`config.mk`:
```
export PLATFORM = sky130hd
export DESIGN_NAME = psia_top
export DESIGN_NICKNAME = d
export VERILOG_FILES = /design/src/design/psia_pkg.sv /design/src/design/psia_top.sv
export VERILOG_INCLUDE_DIRS = /design/src /design/src/design
export SDC_FILE = /design/constraint.sdc
export NUM_CORES = 1
export LEC_CHECK = 0
export BUFFER_PORTS_ARGS = -buffer_cell sky130_fd_sc_hd__buf_2
export CELL_PAD_IN_SITES_DETAIL_PLACEMENT = 1
export CELL_PAD_IN_SITES_GLOBAL_PLACEMENT = 2
export CORE_MARGIN = 10
export CORE_UTILIZATION = 26
export DETAILED_ROUTE_END_ITERATION = 10
export GPL_TIMING_DRIVEN = 0
export PLACE_DENSITY_LB_ADDON = 0.1
export SLEW_MARGIN = 20
export SYNTH_ARGS = -nofsm -noshare
export SYNTH_HDL_FRONTEND = slang
export SYNTH_SLANG_ARGS = --single-unit
```
`constraint.sdc`:
```
create_clock -name clk -period 1.6 [get_ports clk]
set_input_delay 0.16 -clock clk [delete_from_list [all_inputs] [get_ports clk]]
set_output_delay 0.16 -clock clk [all_outputs]
set_load 0.02 [all_outputs]
```
`src/design/psia_map.svh`:
```
// register indices, bit positions and reset values of the port status block
`ifndef PSIA_MAP_SVH
`define PSIA_MAP_SVH
// word indices; byte address is four times the index
`define PSIA_IDX_SUMMARY 10'h050
`define PSIA_IDX_LIVE 10'h052
`define PSIA_IDX_LATCHED 10'h054
`define PSIA_IDX_IRQ_EN 10'h056
`define PSIA_IDX_GLOBAL 10'h058
// summary register bits
`define PSIA_SUM_PORT 9
`define PSIA_SUM_LINE 8
`define PSIA_SUM_TRACE 7
`define PSIA_SUM_ALARM 6
`define PSIA_SUM_LINK 5
`define PSIA_SUM_TESTER 4
`define PSIA_SUM_FRAMER 0
// live, latched and enable bits
`define PSIA_B_RXACT 7
`define PSIA_B_TXACT 6
`define PSIA_B_OVL 2
`define PSIA_B_UNLK 1
`define PSIA_B_DONE 0
// global control register: per-port enable field and update request
`define PSIA_G_EN_LSB 1
`define PSIA_G_EN_MSB 4
`define PSIA_G_PERF_REQ 0
// reset values and implemented bit masks
`define PSIA_IE_RST 3'h0
`define PSIA_GCTL_RST 5'h00
`define PSIA_LATCH_RST 8'h00
`define PSIA_LATCH_MASK 8'hC7
`endif

```
`src/design/psia_pkg.sv`:
```
// types of the port status interrupt aggregator
package psia_pkg;
  // enabled-and-latched request of each sub-block of the port
  typedef struct packed {
    logic line_code;
    logic trace;
    logic alarm_code;
    logic link_ctrl;
    logic error_tester;
    logic framer_ds3;
    logic framer_e3;
  } psia_sub_irq_t;

  // whole state of the block
  typedef struct packed {
    logic [4:0] s1;
    logic [4:0] s2;
    logic [4:0] s3;
    logic done;
    logic done_d;
    logic [7:0] latched;
    logic [2:0] ie;
    logic [4:0] gctl;
    logic [31:0] prdata;
    logic pready;
    logic pslverr;
    logic irq;
  } psia_state_t;
endpackage

```
`src/design/psia_top.sv`:
```
// port status and interrupt aggregation with an apb register slave
`timescale 1ns/1ps
`include "psia_map.svh"

module psia_top
  import psia_pkg::*;
#(
  parameter int AW = 12,
  parameter int PM_N = 4,
  parameter int PORT_IDX = 1
) (
  input wire logic clk,
  input wire logic reset,
  input wire logic ce,
  input wire logic psel,
  input wire logic penable,
  input wire logic pwrite,
  input wire logic [AW-1:0] paddr,
  input wire logic [31:0] pwdata,
  input wire logic [3:0] pstrb,
  output logic pready,
  output logic [31:0] prdata,
  output logic pslverr,
  input wire logic driver_overload_pin,
  input wire logic rx_unlock_pin,
  input wire logic rx_line_clock_pin,
  input wire logic rx_recovered_clock,
  input wire logic tx_input_clock_pin,
  input wire logic [PM_N-1:0] update_status,
  input wire logic [PM_N-1:0] update_active,
  input wire psia_sub_irq_t sub_irq,
  input wire logic framer_is_e3,
  output logic irq,
  output logic perf_update_request
);

  // one-hot select: summary, live, latched, enable, global
  function automatic logic [4:0] reg_decode(input logic [AW-3:0] w);
    logic [4:0] s;
    s = 5'h00;
    s[0] = (w == (AW-2)'(`PSIA_IDX_SUMMARY));
    s[1] = (w == (AW-2)'(`PSIA_IDX_LIVE));
    s[2] = (w == (AW-2)'(`PSIA_IDX_LATCHED));
    s[3] = (w == (AW-2)'(`PSIA_IDX_IRQ_EN));
    s[4] = (w == (AW-2)'(`PSIA_IDX_GLOBAL));
    return s;
  endfunction

  psia_state_t st_reg;
  psia_state_t st_next;
  logic [4:0] sel;
  logic [15:0] summary;
  logic [15:0] live;
  logic gen;
  logic done_now;
  logic setup;
  logic wr;
  logic [7:0] set_bits;
  logic [7:0] clr_bits;
  logic [31:0] rd_word;

  assign gen = st_reg.gctl[PORT_IDX - 1 + `PSIA_G_EN_LSB];
  assign setup = psel & ~penable;
  // writes land only at the access edge where pready is seen high
  assign wr = psel & penable & st_reg.pready & pwrite & pstrb[0];
  assign sel = reg_decode(paddr[AW-1:2]);
  // with no update in progress the done level stays low
  assign done_now = (|update_active) & (&(update_status | ~update_active));

  always_comb begin
    summary = 16'h0000;
    summary[`PSIA_SUM_PORT] = |(st_reg.latched[2:0] & st_reg.ie);
    summary[`PSIA_SUM_LINE] = sub_irq.line_code;
    summary[`PSIA_SUM_TRACE] = sub_irq.trace;
    summary[`PSIA_SUM_ALARM] = sub_irq.alarm_code;
    summary[`PSIA_SUM_LINK] = sub_irq.link_ctrl;
    summary[`PSIA_SUM_TESTER] = sub_irq.error_tester;
    summary[`PSIA_SUM_FRAMER] = framer_is_e3 ? sub_irq.framer_e3 : sub_irq.framer_ds3;
  end

  always_comb begin
    live = 16'h0000;
    live[`PSIA_B_OVL] = st_reg.s2[0];
    live[`PSIA_B_UNLK] = st_reg.s2[1];
    live[`PSIA_B_DONE] = st_reg.done;
  end

  // clock pins are sampled at the system rate, so a line clock faster than half
  // of it may alias; any toggle still counts as activity
  always_comb begin
    set_bits = 8'h00;
    set_bits[`PSIA_B_RXACT] = (st_reg.s2[2] ^ st_reg.s3[2])
                            | (st_reg.s2[3] ^ st_reg.s3[3]);
    set_bits[`PSIA_B_TXACT] = st_reg.s2[4] ^ st_reg.s3[4];
    set_bits[`PSIA_B_OVL] = st_reg.s2[0] & ~st_reg.s3[0];
    set_bits[`PSIA_B_UNLK] = st_reg.s2[1] & ~st_reg.s3[1];
    set_bits[`PSIA_B_DONE] = st_reg.done & ~st_reg.done_d;
  end

  assign clr_bits = (wr && sel[2]) ? pwdata[7:0] : 8'h00;

  always_comb begin
    rd_word = 32'h0000_0000;
    unique case (1'b1)
      sel[0]: rd_word[15:0] = summary;
      sel[1]: rd_word[15:0] = live;
      sel[2]: rd_word[7:0] = st_reg.latched;
      sel[3]: rd_word[2:0] = st_reg.ie;
      sel[4]: rd_word[4:0] = st_reg.gctl;
      default: rd_word = 32'h0000_0000;
    endcase
  end

  always_comb begin
    st_next = st_reg;
    if (ce) begin
      // pins from other domains pass two flops before any use
      st_next.s1 = {tx_input_clock_pin, rx_recovered_clock, rx_line_clock_pin,
                    rx_unlock_pin, driver_overload_pin};
      st_next.s2 = st_reg.s1;
      st_next.s3 = st_reg.s2;
      st_next.done = done_now;
      st_next.done_d = st_reg.done;
      // a new event in the clearing cycle survives: set wins
      st_next.latched = ((st_reg.latched & ~clr_bits) | set_bits)
                        & `PSIA_LATCH_MASK;
      if (wr && sel[3]) begin
        st_next.ie = pwdata[2:0];
      end
      if (wr && sel[4]) begin
        st_next.gctl = pwdata[4:0];
      end
      // answer is prepared at setup so every access with ce high at setup has no wait state
      st_next.pready = setup;
      st_next.pslverr = setup & ~(|sel);
      if (setup && !pwrite) begin
        st_next.prdata = rd_word;
      end
      st_next.irq = (|summary) & gen;
    end
  end

  always_ff @(posedge clk) begin
    if (reset) begin
      st_reg <= '0;
      st_reg.latched <= `PSIA_LATCH_RST;
      st_reg.ie <= `PSIA_IE_RST;
      st_reg.gctl <= `PSIA_GCTL_RST;
    end else begin
      st_reg <= st_next;
    end
  end

  assign pready = st_reg.pready;
  assign prdata = st_reg.prdata;
  assign pslverr = st_reg.pslverr;
  assign irq = st_reg.irq;
  // the host keeps this high until the done bit reads one
  assign perf_update_request = st_reg.gctl[`PSIA_G_PERF_REQ];

  // checks kept beside the logic

  port_flag_read_a: assert property (@(posedge clk) disable iff (reset)
    ce && setup && !pwrite && sel[0]
    |=> prdata[`PSIA_SUM_PORT] == $past(|(st_reg.latched[2:0] & st_reg.ie)))
    else $error("port summary flag read wrong");

  sub_flags_read_a: assert property (@(posedge clk) disable iff (reset)
    ce && setup && !pwrite && sel[0]
    |=> prdata[8:4] == $past({sub_irq.line_code, sub_irq.trace, sub_irq.alarm_code,
                              sub_irq.link_ctrl, sub_irq.error_tester}))
    else $error("sub-block summary flags read wrong");

  framer_flag_read_a: assert property (@(posedge clk) disable iff (reset)
    ce && setup && !pwrite && sel[0]
    |=> prdata[`PSIA_SUM_FRAMER] ==
        $past(framer_is_e3 ? sub_irq.framer_e3 : sub_irq.framer_ds3))
    else $error("framer summary flag follows wrong framer");

  irq_raise_a: assert property (@(posedge clk) disable iff (reset)
    ce && (|summary) && gen |=> irq)
    else $error("interrupt not raised");

  irq_gate_a: assert property (@(posedge clk) disable iff (reset)
    ce && !gen |=> !irq)
    else $error("interrupt raised with port disabled");

  live_read_a: assert property (@(posedge clk) disable iff (reset)
    ce && setup && !pwrite && sel[1]
    |=> prdata[2:1] == $past({st_reg.s2[0], st_reg.s2[1]}))
    else $error("live overload or unlock read wrong");

  done_and_a: assert property (@(posedge clk) disable iff (reset)
    ce && !(&(update_status | ~update_active)) |=> !st_reg.done)
    else $error("update done set before all updates finished");

  done_set_a: assert property (@(posedge clk) disable iff (reset)
    ce && (|update_active) && (&(update_status | ~update_active)) |=> st_reg.done)
    else $error("update done not set");

  rx_activity_a: assert property (@(posedge clk) disable iff (reset)
    ce && (st_reg.s2[2] != st_reg.s3[2]) |=> st_reg.latched[`PSIA_B_RXACT])
    else $error("receive clock activity not latched");

  tx_activity_a: assert property (@(posedge clk) disable iff (reset)
    ce && (st_reg.s2[4] != st_reg.s3[4]) |=> st_reg.latched[`PSIA_B_TXACT])
    else $error("transmit clock activity not latched");

  overload_rise_a: assert property (@(posedge clk) disable iff (reset)
    ce ##1 ce && $rose(st_reg.s2[0]) |=> st_reg.latched[`PSIA_B_OVL])
    else $error("overload rise not latched");

  pin_to_latch_a: assert property (@(posedge clk) disable iff (reset)
    ce && !rx_unlock_pin ##1 ce && rx_unlock_pin ##1 ce [*2]
    |=> st_reg.latched[`PSIA_B_UNLK])
    else $error("unlock rise not latched after sync delay");

  enable_mask_a: assert property (@(posedge clk) disable iff (reset)
    ce && ((st_reg.latched[2:0] & st_reg.ie) == 3'h0) && ((summary & 16'h01F1) == 16'h0000)
    |=> !irq)
    else $error("disabled latched bit raised interrupt");

  latch_hold_a: assert property (@(posedge clk) disable iff (reset)
    ce && st_reg.latched[`PSIA_B_OVL] && !(wr && sel[2] && pwdata[`PSIA_B_OVL])
    |=> st_reg.latched[`PSIA_B_OVL])
    else $error("latched bit lost without write one");

  latch_clear_a: assert property (@(posedge clk) disable iff (reset)
    ce && wr && sel[2] && pwdata[`PSIA_B_UNLK] && !set_bits[`PSIA_B_UNLK]
    |=> !st_reg.latched[`PSIA_B_UNLK])
    else $error("write one did not clear latched bit");

  set_wins_a: assert property (@(posedge clk) disable iff (reset)
    ce && wr && sel[2] && pwdata[`PSIA_B_DONE] && set_bits[`PSIA_B_DONE]
    |=> st_reg.latched[`PSIA_B_DONE])
    else $error("event lost during clear");

  summary_drop_a: assert property (@(posedge clk) disable iff (reset)
    ce && wr && sel[3] && (pwdata[2:0] == 3'h0)
    |=> !summary[`PSIA_SUM_PORT])
    else $error("port flag stayed after enables cleared");

  enable_reset_a: assert property (@(posedge clk)
    reset |=> st_reg.ie == `PSIA_IE_RST && !irq)
    else $error("interrupt enables not cleared by reset");

  ready_pulse_a: assert property (@(posedge clk) disable iff (reset)
    pready |=> !pready)
    else $error("pready longer than one cycle");

  unmapped_err_a: assert property (@(posedge clk) disable iff (reset)
    ce && setup && !(|sel) |=> pready && pslverr)
    else $error("unmapped access not flagged");

  enable_write_a: assert property (@(posedge clk) disable iff (reset)
    ce && wr && sel[3] |=> st_reg.ie == $past(pwdata[2:0]))
    else $error("enable register write lost");

  overload_clear_a: assert property (@(posedge clk) disable iff (reset)
    ce && wr && sel[2] && pwdata[`PSIA_B_OVL] && !set_bits[`PSIA_B_OVL]
    |=> !st_reg.latched[`PSIA_B_OVL])
    else $error("write one did not clear overload latch");

  done_rise_a: assert property (@(posedge clk) disable iff (reset)
    ce && st_reg.done && !st_reg.done_d |=> st_reg.latched[`PSIA_B_DONE])
    else $error("update done rise not latched");

  unlock_rise_a: assert property (@(posedge clk) disable iff (reset)
    ce && st_reg.s2[1] && !st_reg.s3[1] |=> st_reg.latched[`PSIA_B_UNLK])
    else $error("unlock rise not latched");

  recovered_activity_a: assert property (@(posedge clk) disable iff (reset)
    ce && (st_reg.s2[3] != st_reg.s3[3]) |=> st_reg.latched[`PSIA_B_RXACT])
    else $error("recovered clock activity not latched");

  unused_latch_a: assert property (@(posedge clk) disable iff (reset)
    st_reg.latched[5:3] == 3'h0)
    else $error("unimplemented latched bits set");

  done_read_a: assert property (@(posedge clk) disable iff (reset)
    ce && setup && !pwrite && sel[1]
    |=> prdata[`PSIA_B_DONE] == $past(st_reg.done))
    else $error("update done read wrong");

  live_upper_a: assert property (@(posedge clk) disable iff (reset)
    ce && setup && !pwrite && sel[1] |=> prdata[31:3] == 29'h0)
    else $error("live register upper bits not zero");

  latched_read_a: assert property (@(posedge clk) disable iff (reset)
    ce && setup && !pwrite && sel[2]
    |=> prdata == {24'h00_0000, $past(st_reg.latched)})
    else $error("latched register read wrong");

  summary_unused_a: assert property (@(posedge clk) disable iff (reset)
    ce && setup && !pwrite && sel[0]
    |=> prdata[31:10] == 22'h0 && prdata[3:1] == 3'h0)
    else $error("summary unused bits not zero");

  global_write_a: assert property (@(posedge clk) disable iff (reset)
    ce && wr && sel[4] |=> st_reg.gctl == $past(pwdata[4:0]))
    else $error("global register write lost");

  perf_request_a: assert property (@(posedge clk) disable iff (reset)
    ce && wr && sel[4]
    |=> perf_update_request == $past(pwdata[`PSIA_G_PERF_REQ]))
    else $error("update request does not follow global write");

  irq_clear_a: assert property (@(posedge clk) disable iff (reset)
    ce && !(|summary) |=> !irq)
    else $error("interrupt with empty summary");

  port_irq_a: assert property (@(posedge clk) disable iff (reset)
    ce && (|(st_reg.latched[2:0] & st_reg.ie)) && gen |=> irq)
    else $error("enabled latched bit did not raise interrupt");

  ce_freeze_a: assert property (@(posedge clk) disable iff (reset)
    !ce |=> st_reg == $past(st_reg))
    else $error("state moved with clock enable low");

  err_with_ready_a: assert property (@(posedge clk) disable iff (reset)
    pslverr |-> pready)
    else $error("pslverr without pready");

  setup_ready_a: assert property (@(posedge clk) disable iff (reset)
    ce && setup |=> pready)
    else $error("no pready after setup");

  idle_ready_a: assert property (@(posedge clk) disable iff (reset)
    ce && !setup |=> !pready)
    else $error("pready without setup");

  unmapped_write_a: assert property (@(posedge clk) disable iff (reset)
    ce && wr && !(|sel)
    |=> st_reg.ie == $past(st_reg.ie) && st_reg.gctl == $past(st_reg.gctl))
    else $error("unmapped write changed a register");

  enable_hold_a: assert property (@(posedge clk) disable iff (reset)
    ce && !(wr && sel[3]) |=> st_reg.ie == $past(st_reg.ie))
    else $error("enable register changed without write");

  prdata_hold_a: assert property (@(posedge clk) disable iff (reset)
    ce && !(setup && !pwrite) |=> prdata == $past(prdata))
    else $error("read data changed without read setup");

endmodule

```
==> results.tsv <==
stage	metric	value	unit
yosys	Ys Warns	0	
floorplan	Chip Width	114.2	microns
floorplan	Placeable Area	8678	sq um
finish	final-stage net count	415	
finish	area occupied by multi-input gates	1192	sq um
route	DR iter-0 viols	62	
pwr	PwrDens	797.1	nW/um^2
place	dpl cell area	2810	sq um
cts	Worst-path clk slew	90	ps
global_routing	total grt overflow	0	
place	PortBufs	58	
cts	Num CTS Buffers	5	
sta	PnR worst setup slack	177.8	ps
global_routing	first-pass GRT wire length	10.97	mm
route	Wirelength per Cell	15.27	microns
setup_path	critical path capture point type	register	
global_routing	initial antenna violation count	0	
floorplan	DIE HEIGHT	114.2	microns
min_path	hold crit path type	in2reg	
cts	Resized cells post-CTS	0	
yosys	FF+latch count, synth	43	
run_status	status	finished clean	
cts	CTS root buf	clkbuf_8	
sta	Slew @ Worst Pin	612.8	ps
cts	Skew-Pair Late Insertion Delay	300	ps
cts	CTS tree	built	
setup_path	crit path DAT	1650	ps
yosys	Main synth FF type	dfxtp_1	
place	pre-CTS setup slack	-49.16	ps
cts	Post-CTS Setup Bufs	0	
yosys	asr flop ratio synth	0	%
route	number of remaining DRC errors	0	
finish	Fillers	1066	
cts	clock sink total	43	
yosys	post-synthesis sequential area ratio	37.33	%
sta	final-report hold violation count	0	
sta	Max Clk Rate	703.1	MHz
setup_path	startpoint types	register	
sta	final setup skew	8.300	ps
route	Antenna Nets Post-Route	0	
run	maxcap violations	0	
place	gpl congestion	0.7699	
yosys	Mean Syn Cell Area	9.079	sq um
route	vias per cell	4.414	
setup_path	CP required	1830	ps
yosys	distinct cell type count after synthesis	43	
setup_path	crit path kind	reg2reg	
floorplan	Initial Utilization	26.57	%
global_routing	Global Route Usage Sum	10.49	%
yosys	Cells after Synth	254	
sta	Final setup viols	0	
setup_path	CP Max Fanout	3	
finish	share of cells above drive strength 1	32.84	%
floorplan	IO Count	111	
floorplan	Row Count	34	
place	dpl hpwl	5.556	mm
global_routing	number of global-route vias before repair	2089	
finish	max reg flops	25	
route	DR vias	1982	
finish	area growth from synthesis to layout	26.97	%
route	routed wire length	6.857	mm
finish	Register Area	860.8	sq um
pwr	VDD IR-drop max	0.3117	mV
cts	hold_buf cts	0	
finish	post-route design area	2928	sq um
global_routing	largest net degree at the start of global routing	14	
yosys	cell area after synthesis	2306	sq um
sta	Relative slew margins	59.15	%
floorplan	Die ar.	13040	sq um
finish	ant diodes	0	
sta	Final Cycle Share	88.89	%
route	DR pass1 iterations	5	
sta	unrepaired setup endpoints after global routing	no	
pwr	leak pwr	1.329	nW
sta	Final Max Tran Viols	0	
yosys	EDFF count, synth	0	
cts	# H-tree levels	2	
sta	Period minus WS final	1422	ps
cts	worst-case clock buffer depth	2	
-- cell type report --
type                    instances  share of cell area (%)
plain buffers                  45                   10.17
clock buffers                   6                   2.821
clock inverters                 2                   1.197
inverters                       9                   1.154
multi-input cells             178                   40.73
flip-flops and latches         43                   29.40
well taps                     108                   4.615
repair buffers                 58                   9.915
-- metrics by stage --
stage / hold slack [ps] / instances / power, mW / setup TNS [ps] / util, %
final: 97.49 / 449 / 2.334 / 0 / 33.74
after global routing: 111.1 / 449 / 2.451 / 0 / 33.74
after CTS: 85.29 / 449 / 2.377 / 0 / 33.74
after detailed placement: 406.1 / 441 / 1.460 / -268.0 / 32.38
after global placement: 394.2 / 441 / 1.455 / -94.36 / 32.38
after floorplan: 307.2 / 275 / 1.344 / 0 / -
-- logic make-up (layout without fill, tap and decap cells) --
family | Yosys count | after routing | synth area share (%)
AO/OA/AOI/OAI | 36 | 36 | 10.42
XOR/XNOR | 3 | 3 | 1.140
buffers and inverters | 54 | 120 | 14.38
flip-flops | 43 | 43 | 37.33
multiplexers | 30 | 30 | 13.24
other | 1 | 22 | 0.1626
AND/OR/NAND/NOR | 87 | 87 | 23.33
-- cells in the final DEF (no fill, tap or decap), drive strengths merged --
cell type / count
buf: 98
dfxtp: 43
mux2i: 26
nor2: 22
conb: 22
nand2b: 17
nand2: 15
a21oi: 13
clkbuf: 11
inv: 9
o21ai: 7
nand3b: 7
nand4: 5
a311oi: 5
mux2: 4
a32oi: 3
xor2: 3
nand4b: 3
nor3: 3
and4b: 2
a2bb2oi: 2
a221oi: 2
nor4b: 2
nor4: 2
nand4bb: 1
nor3b: 1
nor4bb: 1
or3: 1
and2: 1
nor2b: 1
o41ai: 1
and4: 1
nand3: 1
o2111ai: 1
a222oi: 1
or4: 1
a21o: 1
bufinv: 1
clkinv: 1
-- metal layers --
metal	wire length [microns]	vias to the layer above	track usage (%)
met5	0	-	0
met4	60	0	3.091
met3	382	5	2.987
met2	3533	43	18.07
met1	2880	928	12.30
li1	-	1006	-
-- Yosys cell counts, types with 4 or more instances --
| library cell | n | area share [%] |
|---|---|---|
| dfxtp_1 | 43 | 37 |
| nand4_1 | 5 | 1.4 |
| nor2_1 | 22 | 3.6 |
| nand3b_1 | 7 | 2.3 |
| inv_1 | 9 | 1.5 |
| nand2b_1 | 17 | 4.6 |
| mux2_2 | 4 | 2.0 |
| o21ai_0 | 7 | 1.5 |
| nand2_1 | 14 | 2.3 |
| clkbuf_1 | 5 | 0.81 |
| a21oi_1 | 13 | 2.8 |
| mux2i_1 | 26 | 11 |
| buf_4 | 33 | 11 |
| a311oi_1 | 5 | 1.9 |
| buf_2 | 4 | 0.87 |
-- final timing paths --
check	startpoint	endpoint	slack (ps)	depth (start not counted)
max	pready$_SDFFE_PP0P_	st_reg[41]$_SDFFE_PP0P_	180	4
min	rx_line_clock_pin	st_reg[65]$_SDFFE_PP0P_	100	3
max reg2reg	pready$_SDFFE_PP0P_	st_reg[41]$_SDFFE_PP0P_	180	4
min reg2reg	prdata[3]$_SDFFE_PP0P_	prdata[3]$_SDFFE_PP0P_	460	2
-- critical path, cell delays in order (launching register included) --
cell and delay (ps):
dfxtp_1 360, and4_1 240, nand3_2 160, nor4_4 370
mux2i_1 230
-- where the power goes --
part / internal [mW] / leakage (nW) / switching [mW]
combinational: 0.142 / 0.919 / 0.181
sequential: 1.09 / 0.349 / 0.0158
clock: 0.506 / 0.0612 / 0.396
Note: power is estimated with default switching activity, not from simulation.
